File: src/oil_pkg.sv
package oil_pkg;

  // ****************************************
  // register map
  // ****************************************
  localparam logic [7:0]  ADDR_CTRL      = 8'h00;
  localparam logic [7:0]  ADDR_STATUS    = 8'h04;
  localparam logic [7:0]  ADDR_IRQ_STAT  = 8'h08;
  localparam logic [7:0]  ADDR_IRQ_MASK  = 8'h0c;
  localparam logic [7:0]  ADDR_ACK       = 8'h10;

  // control word: blocking switch group in bits 7:0
  localparam int          BSG_EXT_RESET  = 5;       // switch 6 of the group
  localparam int          ACK_BIT        = 0;
  localparam logic [7:0]  BSG_RST        = 8'h00;
  localparam logic [2:0]  IRQ_MASK_RST   = 3'h0;

  // status word fields
  localparam int          ST_CODE_LSB    = 0;
  localparam int          ST_PHASE_LSB   = 4;
  localparam int          ST_MEM_LSB     = 8;
  localparam int          ST_TRIP        = 12;
  localparam int          ST_LAMP        = 13;
  localparam int          ST_SUPV        = 14;
  localparam int          ST_FTYPE_LSB   = 16;

  // interrupt status bits
  localparam int          IRQ_IND        = 0;
  localparam int          IRQ_LAMP       = 1;
  localparam int          IRQ_SUPPLY     = 2;

  // ****************************************
  // indication codes
  // ****************************************
  localparam int          EV_W           = 10;
  localparam logic [3:0]  CODE_NONE      = 4'h0;
  localparam logic [3:0]  CODE_TH_ALARM  = 4'h1;
  localparam logic [3:0]  CODE_TH_TRIP   = 4'h2;
  localparam logic [3:0]  CODE_INHIBIT   = 4'h3;
  localparam logic [3:0]  CODE_HS_OC     = 4'h4;
  localparam logic [3:0]  CODE_UNBAL     = 4'h5;
  localparam logic [3:0]  CODE_STALL     = 4'h6;
  localparam logic [3:0]  CODE_EF        = 4'h7;
  localparam logic [3:0]  CODE_UNDER     = 4'h8;
  localparam logic [3:0]  CODE_EXT       = 4'h9;
  localparam logic [3:0]  FAULT_RED      = 4'h1;
  // events that are trips and light the trip indicator
  localparam logic [9:0]  TRIP_EV_MASK   = 10'h3f4;

  // ****************************************
  // timing
  // ****************************************
  localparam longint unsigned FAULT_DELAY_S = 64'd120;
  localparam longint unsigned CLK_HZ        = 64'd125_000_000;
  localparam logic [35:0] FAULT_DELAY_CYC   = 36'(FAULT_DELAY_S * CLK_HZ);

  // ****************************************
  // display source
  // ****************************************
  typedef enum logic [1:0] {
    DISP_OFF   = 2'b00,
    DISP_IND   = 2'b01,
    DISP_MEM   = 2'b10,
    DISP_FAULT = 2'b11
  } oil_disp_type;

endpackage

File: src/oil_fault_delay.sv
`timescale 1ns/1ps
module oil_fault_delay #(
  parameter logic [35:0] DELAY_CYC = oil_pkg::FAULT_DELAY_CYC
) (
  input  wire logic clk_sys,
  input  wire logic rst_n,
  input  wire logic ce,
  input  wire logic fault_in,
  output logic      done_r
);
  import oil_pkg::*;

  logic [35:0] cnt_r;

  // ****************************************
  // counts while the fault persists, restarts when it goes
  // ****************************************
  always_ff @(posedge clk_sys)
  begin
    if (!rst_n)
    begin
      cnt_r  <= 36'h0;
      done_r <= 1'b0;
    end
    else if (ce)
    begin
      if (!fault_in)
      begin
        cnt_r  <= 36'h0;
        done_r <= 1'b0;
      end
      else if (cnt_r < DELAY_CYC - 36'h1)
        cnt_r <= cnt_r + 36'h1;
      else
        done_r <= 1'b1;
    end
  end

endmodule

File: src/oil_indicator.sv
`timescale 1ns/1ps
module oil_indicator #(
  parameter logic [35:0] FAULT_DELAY_CYC = oil_pkg::FAULT_DELAY_CYC
) (
  input  wire logic       clk_sys,
  input  wire logic       rst_n,
  input  wire logic       ce,
  input  wire logic [7:0] addr,
  input  wire logic [31:0] wdata,
  input  wire logic       wr,
  input  wire logic       rd,
  output logic [31:0]     rdata,
  input  wire logic       lowset_oc_op,
  input  wire logic       thermal_alarm,
  input  wire logic       thermal_trip,
  input  wire logic       restart_inhibit,
  input  wire logic       highset_oc_op,
  input  wire logic       unbalance_trip,
  input  wire logic       stall_trip,
  input  wire logic       earth_fault_stage,
  input  wire logic       undercurrent_trip,
  input  wire logic       external_trip_event,
  input  wire logic       ef_signal_only,
  input  wire logic [3:0] faulty_phase,
  input  wire logic       display_dark,
  input  wire logic       reset_button,
  input  wire logic       ext_control_in,
  input  wire logic       motor_restart,
  input  wire logic       internal_fault,
  input  wire logic [3:0] fault_type,
  input  wire logic       supply_deviation,
  input  wire logic       supply_withdrawn,
  input  wire logic       aux_power_loss,
  output logic            trip_out,
  output logic            trip_led,
  output logic [3:0]      phase_led,
  output logic            digit_red_on,
  output logic [3:0]      digit_red,
  output logic            digits_green_on,
  output logic [3:0]      digit_green,
  output logic            internal_fault_lamp,
  output logic            supervision_out,
  output logic            irq
);
  import oil_pkg::*;

  // ****************************************
  // state
  // ****************************************
  logic [EV_W-1:0] ev;
  logic [EV_W-1:0] ev_prev_r;
  logic [EV_W-1:0] ev_rise;
  logic            lowset_prev_r;
  logic            restart_prev_r;
  logic [7:0]      blocking_switch_group_r;
  logic [2:0]      irq_mask_r;
  logic [2:0]      irq_stat_r;
  logic [2:0]      irq_set;
  logic [3:0]      code_r;
  logic [3:0]      mem_r;
  logic            fault_code_r;
  logic [3:0]      fault_type_r;
  logic            lamp_done;
  logic            supply_alarm;
  logic            clr;
  logic            ack_ok;
  logic            phase_op;
  logic            trip_op;
  logic            lamp_prev_r;
  oil_disp_type    disp_src;

  // lowest-numbered rising event
  function automatic logic [3:0] first_code(input logic [EV_W-1:0] v);
    logic [3:0] c;
    c = CODE_NONE;
    for (int i = EV_W - 1; i >= 1; i--)
      if (v[i])
        c = 4'(i);
    return c;
  endfunction

  // ****************************************
  // event inputs and edges
  // ****************************************
  assign ev = {external_trip_event, undercurrent_trip, earth_fault_stage,
               stall_trip, unbalance_trip, highset_oc_op,
               restart_inhibit, thermal_trip, thermal_alarm, 1'b0};
  assign ev_rise  = ev & ~ev_prev_r;
  assign trip_op  = |(ev_rise & TRIP_EV_MASK) | (lowset_oc_op & ~lowset_prev_r);
  assign phase_op = (lowset_oc_op & ~lowset_prev_r) | ev_rise[CODE_HS_OC] | ev_rise[CODE_EF];

  always_ff @(posedge clk_sys)
  begin
    if (!rst_n)
    begin
      ev_prev_r      <= '0;
      lowset_prev_r  <= 1'b0;
      restart_prev_r <= 1'b0;
      lamp_prev_r    <= 1'b0;
    end
    else if (ce)
    begin
      ev_prev_r      <= ev;
      lowset_prev_r  <= lowset_oc_op;
      restart_prev_r <= motor_restart;
      lamp_prev_r    <= lamp_done;
    end
  end

  // clear sources for the indications
  assign clr = reset_button
             | (ext_control_in & blocking_switch_group_r[BSG_EXT_RESET])
             | (motor_restart & ~restart_prev_r);

  // acknowledge allowed for thermal or signalling earth-fault codes
  assign ack_ok = wr && addr == ADDR_ACK && wdata[ACK_BIT]
               && (code_r == CODE_TH_ALARM || code_r == CODE_TH_TRIP
                   || (code_r == CODE_EF && ef_signal_only));

  // ****************************************
  // trip path, unaffected by indications
  // ****************************************
  always_ff @(posedge clk_sys)
  begin
    if (!rst_n)
      trip_out <= 1'b0;
    else if (ce)
      trip_out <= |(ev & TRIP_EV_MASK) | lowset_oc_op;
  end

  // ****************************************
  // trip indicator and phase leds
  // ****************************************
  always_ff @(posedge clk_sys)
  begin
    if (!rst_n)
      trip_led <= 1'b0;
    else if (ce)
    begin
      if (trip_op)
        trip_led <= 1'b1;
      else if (clr)
        trip_led <= 1'b0;
    end
  end

  always_ff @(posedge clk_sys)
  begin
    if (!rst_n)
      phase_led <= 4'h0;
    else if (ce)
    begin
      if (phase_op && display_dark)
        phase_led <= phase_led | faulty_phase;
      else if (clr)
        phase_led <= 4'h0;
    end
  end

  // ****************************************
  // code latch and acknowledge memory
  // ****************************************
  always_ff @(posedge clk_sys)
  begin
    if (!rst_n)
    begin
      code_r <= CODE_NONE;
      mem_r  <= CODE_NONE;
    end
    else if (ce)
    begin
      if (clr)
      begin
        code_r <= CODE_NONE;
        mem_r  <= CODE_NONE;
      end
      else if (ack_ok)
      begin
        mem_r  <= code_r;
        code_r <= CODE_NONE;
      end
      else if (code_r == CODE_NONE && |ev_rise)
        code_r <= first_code(ev_rise);
      else if (code_r == CODE_TH_ALARM && ev_rise[CODE_TH_TRIP])
        code_r <= CODE_TH_TRIP;
    end
  end

  // ****************************************
  // self-supervision
  // ****************************************
  assign supply_alarm = supply_deviation | supply_withdrawn | aux_power_loss;

  oil_fault_delay #(
    .DELAY_CYC (FAULT_DELAY_CYC)
  ) u_delay (
    .clk_sys  (clk_sys),
    .rst_n    (rst_n),
    .ce       (ce),
    .fault_in (internal_fault),
    .done_r   (lamp_done)
  );

  always_ff @(posedge clk_sys)
  begin
    if (!rst_n)
    begin
      internal_fault_lamp <= 1'b0;
      supervision_out     <= 1'b0;
    end
    else if (ce)
    begin
      internal_fault_lamp <= lamp_done;
      supervision_out     <= lamp_done | supply_alarm;
    end
  end

  // fault code latch, held while the fault persists
  always_ff @(posedge clk_sys)
  begin
    if (!rst_n)
    begin
      fault_code_r <= 1'b0;
      fault_type_r <= 4'h0;
    end
    else if (ce)
    begin
      if (lamp_done && fault_type != 4'h0)
      begin
        fault_code_r <= 1'b1;
        fault_type_r <= fault_type;
      end
      else if (clr && !internal_fault)
        fault_code_r <= 1'b0;
    end
  end

  // ****************************************
  // display
  // ****************************************
  always_comb
  begin
    if (!display_dark)
      disp_src = DISP_OFF;
    else if (fault_code_r)
      disp_src = DISP_FAULT;
    else if (code_r != CODE_NONE)
      disp_src = DISP_IND;
    else if (mem_r != CODE_NONE)
      disp_src = DISP_MEM;
    else
      disp_src = DISP_OFF;
  end

  always_ff @(posedge clk_sys)
  begin
    if (!rst_n)
    begin
      digit_red_on    <= 1'b0;
      digit_red       <= CODE_NONE;
      digits_green_on <= 1'b0;
      digit_green     <= 4'h0;
    end
    else if (ce)
    begin
      case (disp_src)
        DISP_FAULT:
        begin
          digit_red_on    <= 1'b1;
          digit_red       <= FAULT_RED;
          digits_green_on <= 1'b1;
          digit_green     <= fault_type_r;
        end
        DISP_IND:
        begin
          digit_red_on    <= 1'b1;
          digit_red       <= code_r;
          digits_green_on <= 1'b0;
          digit_green     <= 4'h0;
        end
        DISP_MEM:
        begin
          digit_red_on    <= 1'b1;
          digit_red       <= mem_r;
          digits_green_on <= 1'b0;
          digit_green     <= 4'h0;
        end
        default:
        begin
          digit_red_on    <= 1'b0;
          digit_red       <= CODE_NONE;
          digits_green_on <= 1'b0;
          digit_green     <= 4'h0;
        end
      endcase
    end
  end

  // ****************************************
  // registers, interrupts and read port
  // ****************************************
  assign irq_set = {supply_alarm, lamp_done & ~lamp_prev_r,
                    code_r == CODE_NONE && |ev_rise};

  always_ff @(posedge clk_sys)
  begin
    if (!rst_n)
    begin
      blocking_switch_group_r <= BSG_RST;
      irq_mask_r              <= IRQ_MASK_RST;
    end
    else if (ce && wr)
    begin
      if (addr == ADDR_CTRL)
        blocking_switch_group_r <= wdata[7:0];
      if (addr == ADDR_IRQ_MASK)
        irq_mask_r <= wdata[2:0];
    end
  end

  // set wins over the write-one clear
  always_ff @(posedge clk_sys)
  begin
    if (!rst_n)
      irq_stat_r <= 3'h0;
    else if (ce)
    begin
      if (wr && addr == ADDR_IRQ_STAT)
        irq_stat_r <= (irq_stat_r & ~wdata[2:0]) | irq_set;
      else
        irq_stat_r <= irq_stat_r | irq_set;
    end
  end

  always_ff @(posedge clk_sys)
  begin
    if (!rst_n)
      irq <= 1'b0;
    else if (ce)
      irq <= |(irq_stat_r & irq_mask_r);
  end

  always_ff @(posedge clk_sys)
  begin
    if (!rst_n)
      rdata <= 32'h0;
    else if (ce)
    begin
      rdata <= 32'h0;
      if (rd)
        case (addr)
          ADDR_CTRL:     rdata <= {24'h0, blocking_switch_group_r};
          ADDR_STATUS:   rdata <= {12'h0, fault_type_r, 1'b0, supervision_out,
                                   internal_fault_lamp, trip_led, mem_r, phase_led, code_r};
          ADDR_IRQ_STAT: rdata <= {29'h0, irq_stat_r};
          ADDR_IRQ_MASK: rdata <= {29'h0, irq_mask_r};
          default:       rdata <= 32'h0;
        endcase
    end
  end
endmodule

File: config.mk
export PLATFORM = sky130hd
export DESIGN_NAME = oil_indicator
export DESIGN_NICKNAME = d
export VERILOG_FILES = /design/src/oil_pkg.sv /design/src/oil_fault_delay.sv /design/src/oil_indicator.sv
export SDC_FILE = /design/constraint.sdc
export NUM_CORES = 1
export LEC_CHECK = 0
export ABC_AREA = 1
export BUFFER_PORTS_ARGS = -buffer_cell sky130_fd_sc_hd__buf_4
export CORE_ASPECT_RATIO = 0.8
export CORE_UTILIZATION = 35
export DETAILED_ROUTE_END_ITERATION = 8
export PLACE_DENSITY = 0.61
export REMOVE_ABC_BUFFERS = 1
export SETUP_SLACK_MARGIN = 0.1
export SYNTH_ARGS = -nofsm -noshare
export SYNTH_HDL_FRONTEND = slang
export SYNTH_SLANG_ARGS = --single-unit
export TNS_END_PERCENT = 1
File: constraint.sdc
create_clock -name clk_sys -period 1.62 [get_ports clk_sys]
set_clock_uncertainty 0.05 [all_clocks]
set_input_delay 0.486 -clock clk_sys [delete_from_list [all_inputs] [get_ports clk_sys]]
set_output_delay 0.486 -clock clk_sys [all_outputs]
set_load 0.02 [all_outputs]
# == After elaboration in Yosys (flattened, before gate mapping) ==
# Cells that the tools add are included.
# word_totals
latch_bits,0
in_bits,72
output_inout_bits,51
register_bits,126
rom_bits,0
wordCells,136
ramBits,0
mem_count,0
# op_classes
n_div,0
multipliers,0
reduce_logical,39
n_lt_le_gt_ge,1
addsub,1
eq_ne,12
shift,0
n_bitwise,24
mux,36
# op_table
cell,n
$pmux W20 S4,1
$mux W36,2
$mux W4,18
$add A36 B1 Y36 const B,1
$lt A36 B34 Y1 const B,1
$mux W20,1
$reduce_and A2 Y1,10
$eq A8 B4 Y1 const B,2
$reduce_bool A4 Y1,4
$reduce_or A7 Y1,2
$pmux W4 S3,1
$logic_and A1 B1 Y1,11
$and A10 B10 Y10,1
$not A10 Y10,1
$reduce_or A10 Y1,1
$or A1 B1 Y1,9
$eq A8 B3 Y1 const B,1
$eq A8 B5 Y1 const B,1
$logic_not A8 Y1,1
$mux W1,8
$mux W2,4
$reduce_bool A2 Y1,4
$and A3 B3 Y3,2
$or A3 B3 Y3,2
other kinds (16),24

# == Logic depth before layout (Yosys ltp) ==
# Gate-level depths: netlist of the first run.
# depth
word_depth,14
mapped_depth,11
ltp_nobuf,11

# == Hierarchy ==
# Synthesis of the first run repeated with hierarchy kept, for this count alone.
# hier_totals
hier_cells,953
area_unflattened_um2,6088.3
# by_module_without_submodules
module,instances,seq_area_each_um2,area_each_um2,cells_each
oil_indicator,1,1521.5,3439.5,490
oil_fault_delay,1,740.7,2648.8,463

# == Worst setup path before layout of the first run ==
# OpenSTA, ideal clock, no wires.
# synth_timing
kind,register -> register
start,register u_delay.cnt_r[0]
end,register u_delay.cnt_r[26]
setup_time_ps,132
n_path_buf,1
t_required_ps,1438
path_stages_with_launch,12
slack_ps,-116
period_less_slack_ps,1736
t_arrival_ps,1554
path_cell_list,dfxtp_1 -> ha_1 -> inv_2 -> nor2_8 -> nand3_2 -> nor2_2 -> nand2_2 -> nand3_2 -> nand2_4 -> buf_6 -> nand3_1 -> a21oi_1
# synth_via
elab_chain_cells,3
elab_cells_between_ends,6
cone_classes,add/sub (1); order compare (1); eq/ne (1); mux (2); reduce/logical (1)
# synth_rtl
element,line_no,text
start: declaration,oil_fault_delay.sv:13,logic [35:0] cnt_r;
start signal: assignment,oil_fault_delay.sv:33,cnt_r <= cnt_r + 36'h1;
$add A36 B1 Y36 or $lt A36 B34 Y1 (tied branches),"oil_fault_delay.sv:33, oil_fault_delay.sv:32",
$mux W36 or $ne A2 B1 Y1 (tied branches),--,
$mux W36 or $reduce_and A2 Y1 (tied branches),--,
# Parallel ways exist; a longest one is shown, timed or not. The select of a mux whose other input is x is not followed.
# A chain may end at the register's enable or synchronous reset.

# == Final worst setup path of the first run ==
# layout_timing
start,register u_delay.cnt_r[16]
end,register u_delay.cnt_r[8]
# layout_via
elab_chain_cells,3
# layout_rtl
element,line_no,text
$lt A36 B34 Y1,oil_fault_delay.sv:32,else if (cnt_r < DELAY_CYC - 36'h1)
$ne A2 B1 Y1 (no line),--,
$reduce_and A2 Y1 (no line),--,
# Every way passes these cells.

==> results of run 1 <==
worst max-delay path, stage by stage, from the launching register on:
cell and delay, ps:
dfxtp_1 410, nand2_1 70, nor2_1 150, nand2_1 120, nor2_4 160, nand2_4 80
nand4_4 140, buf_12 140, buf_12 120, nand3_2 60, a21oi_2 130
placed cells by master, fill, tap and decap left out, drive strengths merged, types with 2 or more instances in the layout:
cell type	instances
conb	13
nand4	6
clkbuf	18
xor2	7
or2	5
nor2	131
inv	86
xnor2	6
nor3	3
bufinv	2
dfxtp	113
nand3b	3
clkinv	6
a31oi	5
o21ai	37
a21oi	109
nand2	246
buf	218
clkinvlp	3
nand3	124
o22ai	7
report_power, final:
part | internal, mW | switching, mW
clock | 2.32 | 1.47
sequential | 2.82 | 0.0239
combinational | 0.303 | 0.415
total | 5.45 | 1.90
layer usage:
| metal | global-route usage (%) | routed length (um) | vias to the layer above |
|---|---|---|---|
| li1 | - | - | 3465 |
| met1 | 33.4 | 10000 | 3118 |
| met2 | 31.3 | 8370 | 166 |
| met3 | 5.09 | 1200 | 12 |
| met4 | 4.61 | 164 | 0 |
| met5 | 0 | 0 | - |
per-stage QoR:
stage | utilization (%) | TNS, ps
4_1_cts | 51.6 | -1360
2_1_floorplan | - | -18100
3_3_place_gp | 46.3 | -11060
5_1_grt | 53.1 | -5410
3_5_place_dp | 46.3 | -12370
6_report | 53.1 | -1910
cells by family after synthesis:
| kind of cell | after synthesis | synth area share [%] |
|---|---|---|
| DFF | 113 | 36.9 |
| AOI/OAI and AO/OA | 162 | 13.9 |
| buffers and inverters | 134 | 10.2 |
| adders and majority gates | 1 | 0.204 |
| other | 1 | 0.0611 |
| and+or+nand+nor | 522 | 36.9 |
| xor gates and xnor gates | 13 | 1.86 |
what timing repair did:
action,4_1_cts,5_1_grt
setup buffers,9,3
hold endpoints to repair,0,0
resized for setup,52,76
hold buffers,0,0
cloned,2,0
pin swaps,25,22
setup endpoints to repair,41,72
layout make-up:
type                    count  area [um^2]  area share, %
clock inverters            14          158           1.77
repair buffers            218         1830           20.5
clock buffers              18          439           4.92
inverters                  83          314           3.52
well taps                 220          275           3.09
flip-flops and latches    113         2290           25.7
multi-input cells         711         3610           40.5
sequential cells by signal (all words and copies together), names as in the netlist, 3 cells and up:
register	cells
digit_red	4
irq_mask_r	3
code_r	4
u_delay.cnt_r	36
digit_green	4
irq_stat_r	3
fault_type_r	4
phase_led	4
rdata	19
blocking_switch_group_r	8
mem_r	4
ev_prev_r	9
path summary, 6_finish.rpt:
path | cells after the start | to
min | 3 | phase_led[2]
min reg2reg | 2 | ev_prev_r[8]
max reg2reg | 10 | u_delay.cnt_r[8]
max | 10 | u_delay.cnt_r[8]
==> results.json, run 1 <==
{
  "post-synth-top-area-cell": "dfxtp_1",
  "grt_pass1_vias": 6076,
  "cts.sinks": 113,
  "drtPass1Iterations": 5,
  "period_needed_ps": 1730,
  "avgSynthCellArea_um2": 6.48,
  "startpoint": "u_delay.cnt_r[16]",
  "fin_hold_ws_ps": 281,
  "dp.cells": 1331,
  "cts_tree": "done",
  "leakage_nw": 3.60,
  "ys_types": 43,
  "setup_viol": 36,
  "cts_max_level": 4,
  "path_max_fanout": 6,
  "r2r_start": "u_delay.cnt_r[16]",
  "ys_top_cells_by_area": "dfxtp_1, nand2_1, nand3_1",
  "antenna_left": 0,
  "drcViolationCount": 0,
  "cap_viol_max_count": 0,
  "synthFlopType": "dfxtp_1",
  "arrival_ps": 2030,
  "cts_root_buf": "clkbuf_16",
  "die_w_um": 150,
  "antenna_found_initial": 0,
  "hold_path.class": "in2reg",
  "hold_start": "faulty_phase[2]",
  "finalHoldViolCount": 0,
  "nNetsFinal": 1217,
  "synth_most_common_cell": "nand2_1",
  "cts_buffers": 17,
  "startpoint_type": "register",
  "rsz0062_at_grt": "yes",
  "pin_count": 123,
  "final_cell_area_um2": 8920,
  "dp_slack_ps": -259,
  "status": "complete, but fails checks",
  "globalplace.congestion": 0.967,
  "wirelength_um": 19700,
  "cts_buffer_depth": 2,
  "clock_latency_ps": 420,
  "hpwl_um": 14000,
  "grt.overflow.total": 0,
  "failed_checks": "setup timing",
  "critPathKind": "reg2reg",
  "synth-edff-count": 0,
  "layout-drive-gt1-share_pct": 33.3,
  "nFillCells": 1663,
  "stdcell_count": 1377,
  "vias_per_cell": 4.91,
  "synthArstFlopShare_pct": 0,
  "synth_cells": 946,
  "synthTopCellsByCount": "nand2_1, nand3_1, nor2_1, dfxtp_1, a21oi_1",
  "die_area_um2": 18100,
  "place_area_um2": 7780,
  "yosysTopAreaCellShare_pct": 36.9,
  "syn2layout_area_growth_pct": 45.5,
  "p_per_area_nw_per_um2": 824,
  "wire_per_inst_um": 14.3,
  "grt_pass1_wl_um": 31200,
  "worstPathRequired_ps": 1920,
  "dieHeight_um": 120,
  "syn-cell-area_um2": 6130,
  "start_util_pct": 36.5,
  "grt_max_degree": 48,
  "max_freq_mhz": 579,
  "ys_warn_count": 0,
  "synth.yosys.seq_area_share_pct": 36.9,
  "drt_iter0_markers": 498,
  "ir_drop_mv": 0.663,
  "reg2reg_slack_ps": -110,
  "layout_setup_ws_ps": -108,
  "portBuffers": 85,
  "finalPower_mw": 7.35,
  "vias": 6761,
  "clk_pin_slew_ps": 60,
  "worst_setup_path_end_kind": "register",
  "period_share_pct": 107,
  "drv_slew": 0,
  "core-area_um2": 16800,
  "yosys_register_bits": 113,
  "antennaDiodeCount": 0,
  "num_rows": 42,
  "grt_util_all_layers_pct": 22.1
}
No activity file was read; power rests on OpenSTA's default activity.
==> run 2: changes to the inputs <==
Settings changed: ABC_AREA 1 to unset, MAX_ROUTING_LAYER set to met4, PLACE_DENSITY 0.61 to 0.62.
==> run 2 against run 1 <==
The flow still finishes with violations (setup timing). Cell count fell by 27%. Critical path type unchanged. Wire length fell by 22%. Clock power rose by 1%. First-iteration DRC count fell by 42%. Clock-buffer cell count rose by 3. Critical endpoint unchanged. Sequential power barely moved. Sequential share of layout area rose by 3.2 points. Critical path depth fell by 3.
==> results.json, run 2 <==
{
  "status": "complete, but fails checks",
  "failed_checks": "setup timing",
  "core-area_um2": 14600,
  "combPwrFrac_pct": 8.8,
  "period_share_pct": 131,
  "pwr-share-clk_pct": 52.3,
  "cts_buffer_depth": 2,
  "worstPathRequired_ps": 1880,
  "grt_pass1_wl_um": 25100,
  "syn2layout_area_growth_pct": 47.2,
  "wire_per_inst_um": 15.3,
  "dp.cells": 972,
  "grt_max_degree": 26,
  "largest_reg_flops": 36,
  "period_needed_ps": 2130,
  "yosys_register_bits": 113,
  "postCtsHoldBufs": 0,
  "num_rows": 39,
  "drt_iter0_markers": 288,
  "globalplace.congestion": 0.885,
  "path_max_fanout": 6,
  "antenna_left": 0,
  "antenna_found_initial": 0,
  "cp_cell_sequence": "or4_4, nor4_4, o2111ai_4, buf_6, nand3_4, xor2_1, nor2_1",
  "rsz0062_at_grt": "yes",
  "ir_drop_mv": 0.795,
  "clk_pin_slew_ps": 50,
  "drtPass1Iterations": 4,
  "nNetsFinal": 883,
  "syn-cell-area_um2": 5340,
  "pin_count": 123,
  "r2r_start": "u_delay.cnt_r[24]",
  "final_util_pct": 53.8,
  "grt_pass1_vias": 5146,
  "finalPower_mw": 7.35,
  "cap_viol_max_count": 0,
  "portBuffers": 85,
  "vias": 5145,
  "cts_max_level": 4,
  "final_common_cell": "buf_4",
  "synthTopCellsByCount": "dfxtp_1, nor2_1, nor2b_1, nand2_1, nand3_1",
  "cts_tree": "done",
  "stdcell_count": 1006,
  "seqPwrFrac_pct": 38.9,
  "yosysTopAreaCellShare_pct": 42.4,
  "layout_setup_ws_ps": -508,
  "grt.overflow.total": 0,
  "netSwitchingFraction_pct": 22.5,
  "max_freq_mhz": 470,
  "dieHeight_um": 112,
  "hold_path.class": "in2reg",
  "grt_util_all_layers_pct": 20.9,
  "fin_hold_ws_ps": 247,
  "worst_setup_path_end_kind": "register",
  "ys_types": 62,
  "cts.sinks": 113,
  "intPower_mw": 5.70,
  "hpwl_um": 11100,
  "synth_most_common_cell": "dfxtp_1",
  "post-synth-top-area-cell": "dfxtp_1",
  "reg_top3": "u_delay.cnt_r: 36 flops, rdata: 19 flops, ev_prev_r: 9 flops",
  "cp_slowest_cell": "or4_4",
  "ys_top_cells_by_area": "dfxtp_1, nor2b_1, mux2i_1",
  "synth.yosys.seq_area_share_pct": 42.4,
  "cp_num_buf_inv": 1,
  "synthArstFlopShare_pct": 0,
  "final_cell_mix": "buf_4, dfxtp_1, nor2b_1",
  "synth-edff-count": 0,
  "critPathKind": "reg2reg",
  "p_switching_mw": 1.66,
  "arrival_ps": 2390,
  "die_area_um2": 15700,
  "critPathTopFamily": "simple AND/OR/NAND/NOR gates",
  "antennaDiodeCount": 0,
  "finalHoldViolCount": 0,
  "cts_buffers": 17,
  "start_util_pct": 36.6,
  "dp_slack_ps": -849,
  "max_stage_delay_ps": 570,
  "vias_per_cell": 5.11,
  "hold_start": "faulty_phase[0]",
  "wirelength_um": 15400,
  "regMostFlops": "u_delay.cnt_r",
  "layout-drive-gt1-share_pct": 36.1,
  "synthFlopType": "dfxtp_1",
  "startpoint_type": "register",
  "cts_root_buf": "clkbuf_16",
  "clock_latency_ps": 420,
  "p_per_area_nw_per_um2": 936,
  "leakage_nw": 3.15,
  "drcViolationCount": 0,
  "startpoint": "u_delay.cnt_r[24]",
  "ys_warn_count": 0,
  "die_w_um": 140,
  "avgSynthCellArea_um2": 8.73,
  "synth_cells": 611,
  "drv_slew": 0,
  "setup_viol": 77
}
## run 2: changes by cell type after synthesis, moves of 14 or more
cell	previous run	this run
nand2_1	241	40
a21oi_1	108	22
mux2i_1	0	27
nand3_1	121	35
nor2_1	120	57
xor2_1	7	26
nand4_1	5	19
inv_1	78	8
nor2b_1	0	57
a22oi_1	0	22
## run 2: path summary, 6_finish.rpt
check,to,slack (ps),depth (start not counted)
worst max-delay path,u_delay.cnt_r[8],-510,7
worst min register to register,rdata[3],410,2
worst min-delay path,phase_led[0],250,3
worst max register to register,u_delay.cnt_r[8],-510,7
## run 2: metal layers
metal  part of all wire (%)  global-route usage, %  vias to the layer above
met1                     48                   26.4                     2446
met3                    4.7                   5.72                       21
met4                    1.9                   9.01                        0
met2                     45                   31.1                      113
li1                       -                      -                     2565
met5                      0                      -                        -
## run 2: logic make-up after synthesis
kind of cell | synth area share [%]
buf+inv | 4.88
other cells | 0.0703
flops | 42.4
simple gates | 28.2
fa+ha+maj | 0.234
compound gates | 14.9
mux | 5.06
xor+xnor | 4.27
## run 2: final cells by class
class,count,area [um^2]
Fill cell,1297,6730
Sequential cell,113,2270
Tap cell,184,230
Multi-Input combinational cell,458,3090
Clock inverter,10,133
Timing Repair Buffer,212,1630
Clock buffer,21,480
Inverter,8,30.0
## run 2: worst reg2reg max path: stages, from the launching register on
cell	delay (ps)
dfxtp_2	320
or4_4	570
nor4_4	320
o2111ai_4	200
buf_6	200
nand3_4	120
xor2_1	190
nor2_1	60
## run 2: through the flow
step / TNS [ps] / area [um^2]
after floorplan: -54670 / 5150
after CTS: -27200 / 7750
after global placement: -52500 / 6950
final: -26180 / 7860
after detailed placement: -54380 / 6950
after global routing: -31500 / 7860
## run 2: power by group through the flow
stage | combinational (mW) | clock [mW] | sequential (mW)
2_1_floorplan | 0.223 | 0 | 2.92
3_3_place_gp | 0.605 | 0 | 2.91
3_5_place_dp | 0.617 | 0 | 2.91
4_1_cts | 0.632 | 3.91 | 2.85
5_1_grt | 0.704 | 4.07 | 2.86
6_report | 0.649 | 3.84 | 2.86
## run 2: repair_timing
item	CTS	global route
endpoints found under the setup margin	81	87
cloned	2	0
resized for setup	40	27
pin swaps	40	10
buffers inserted	1	1
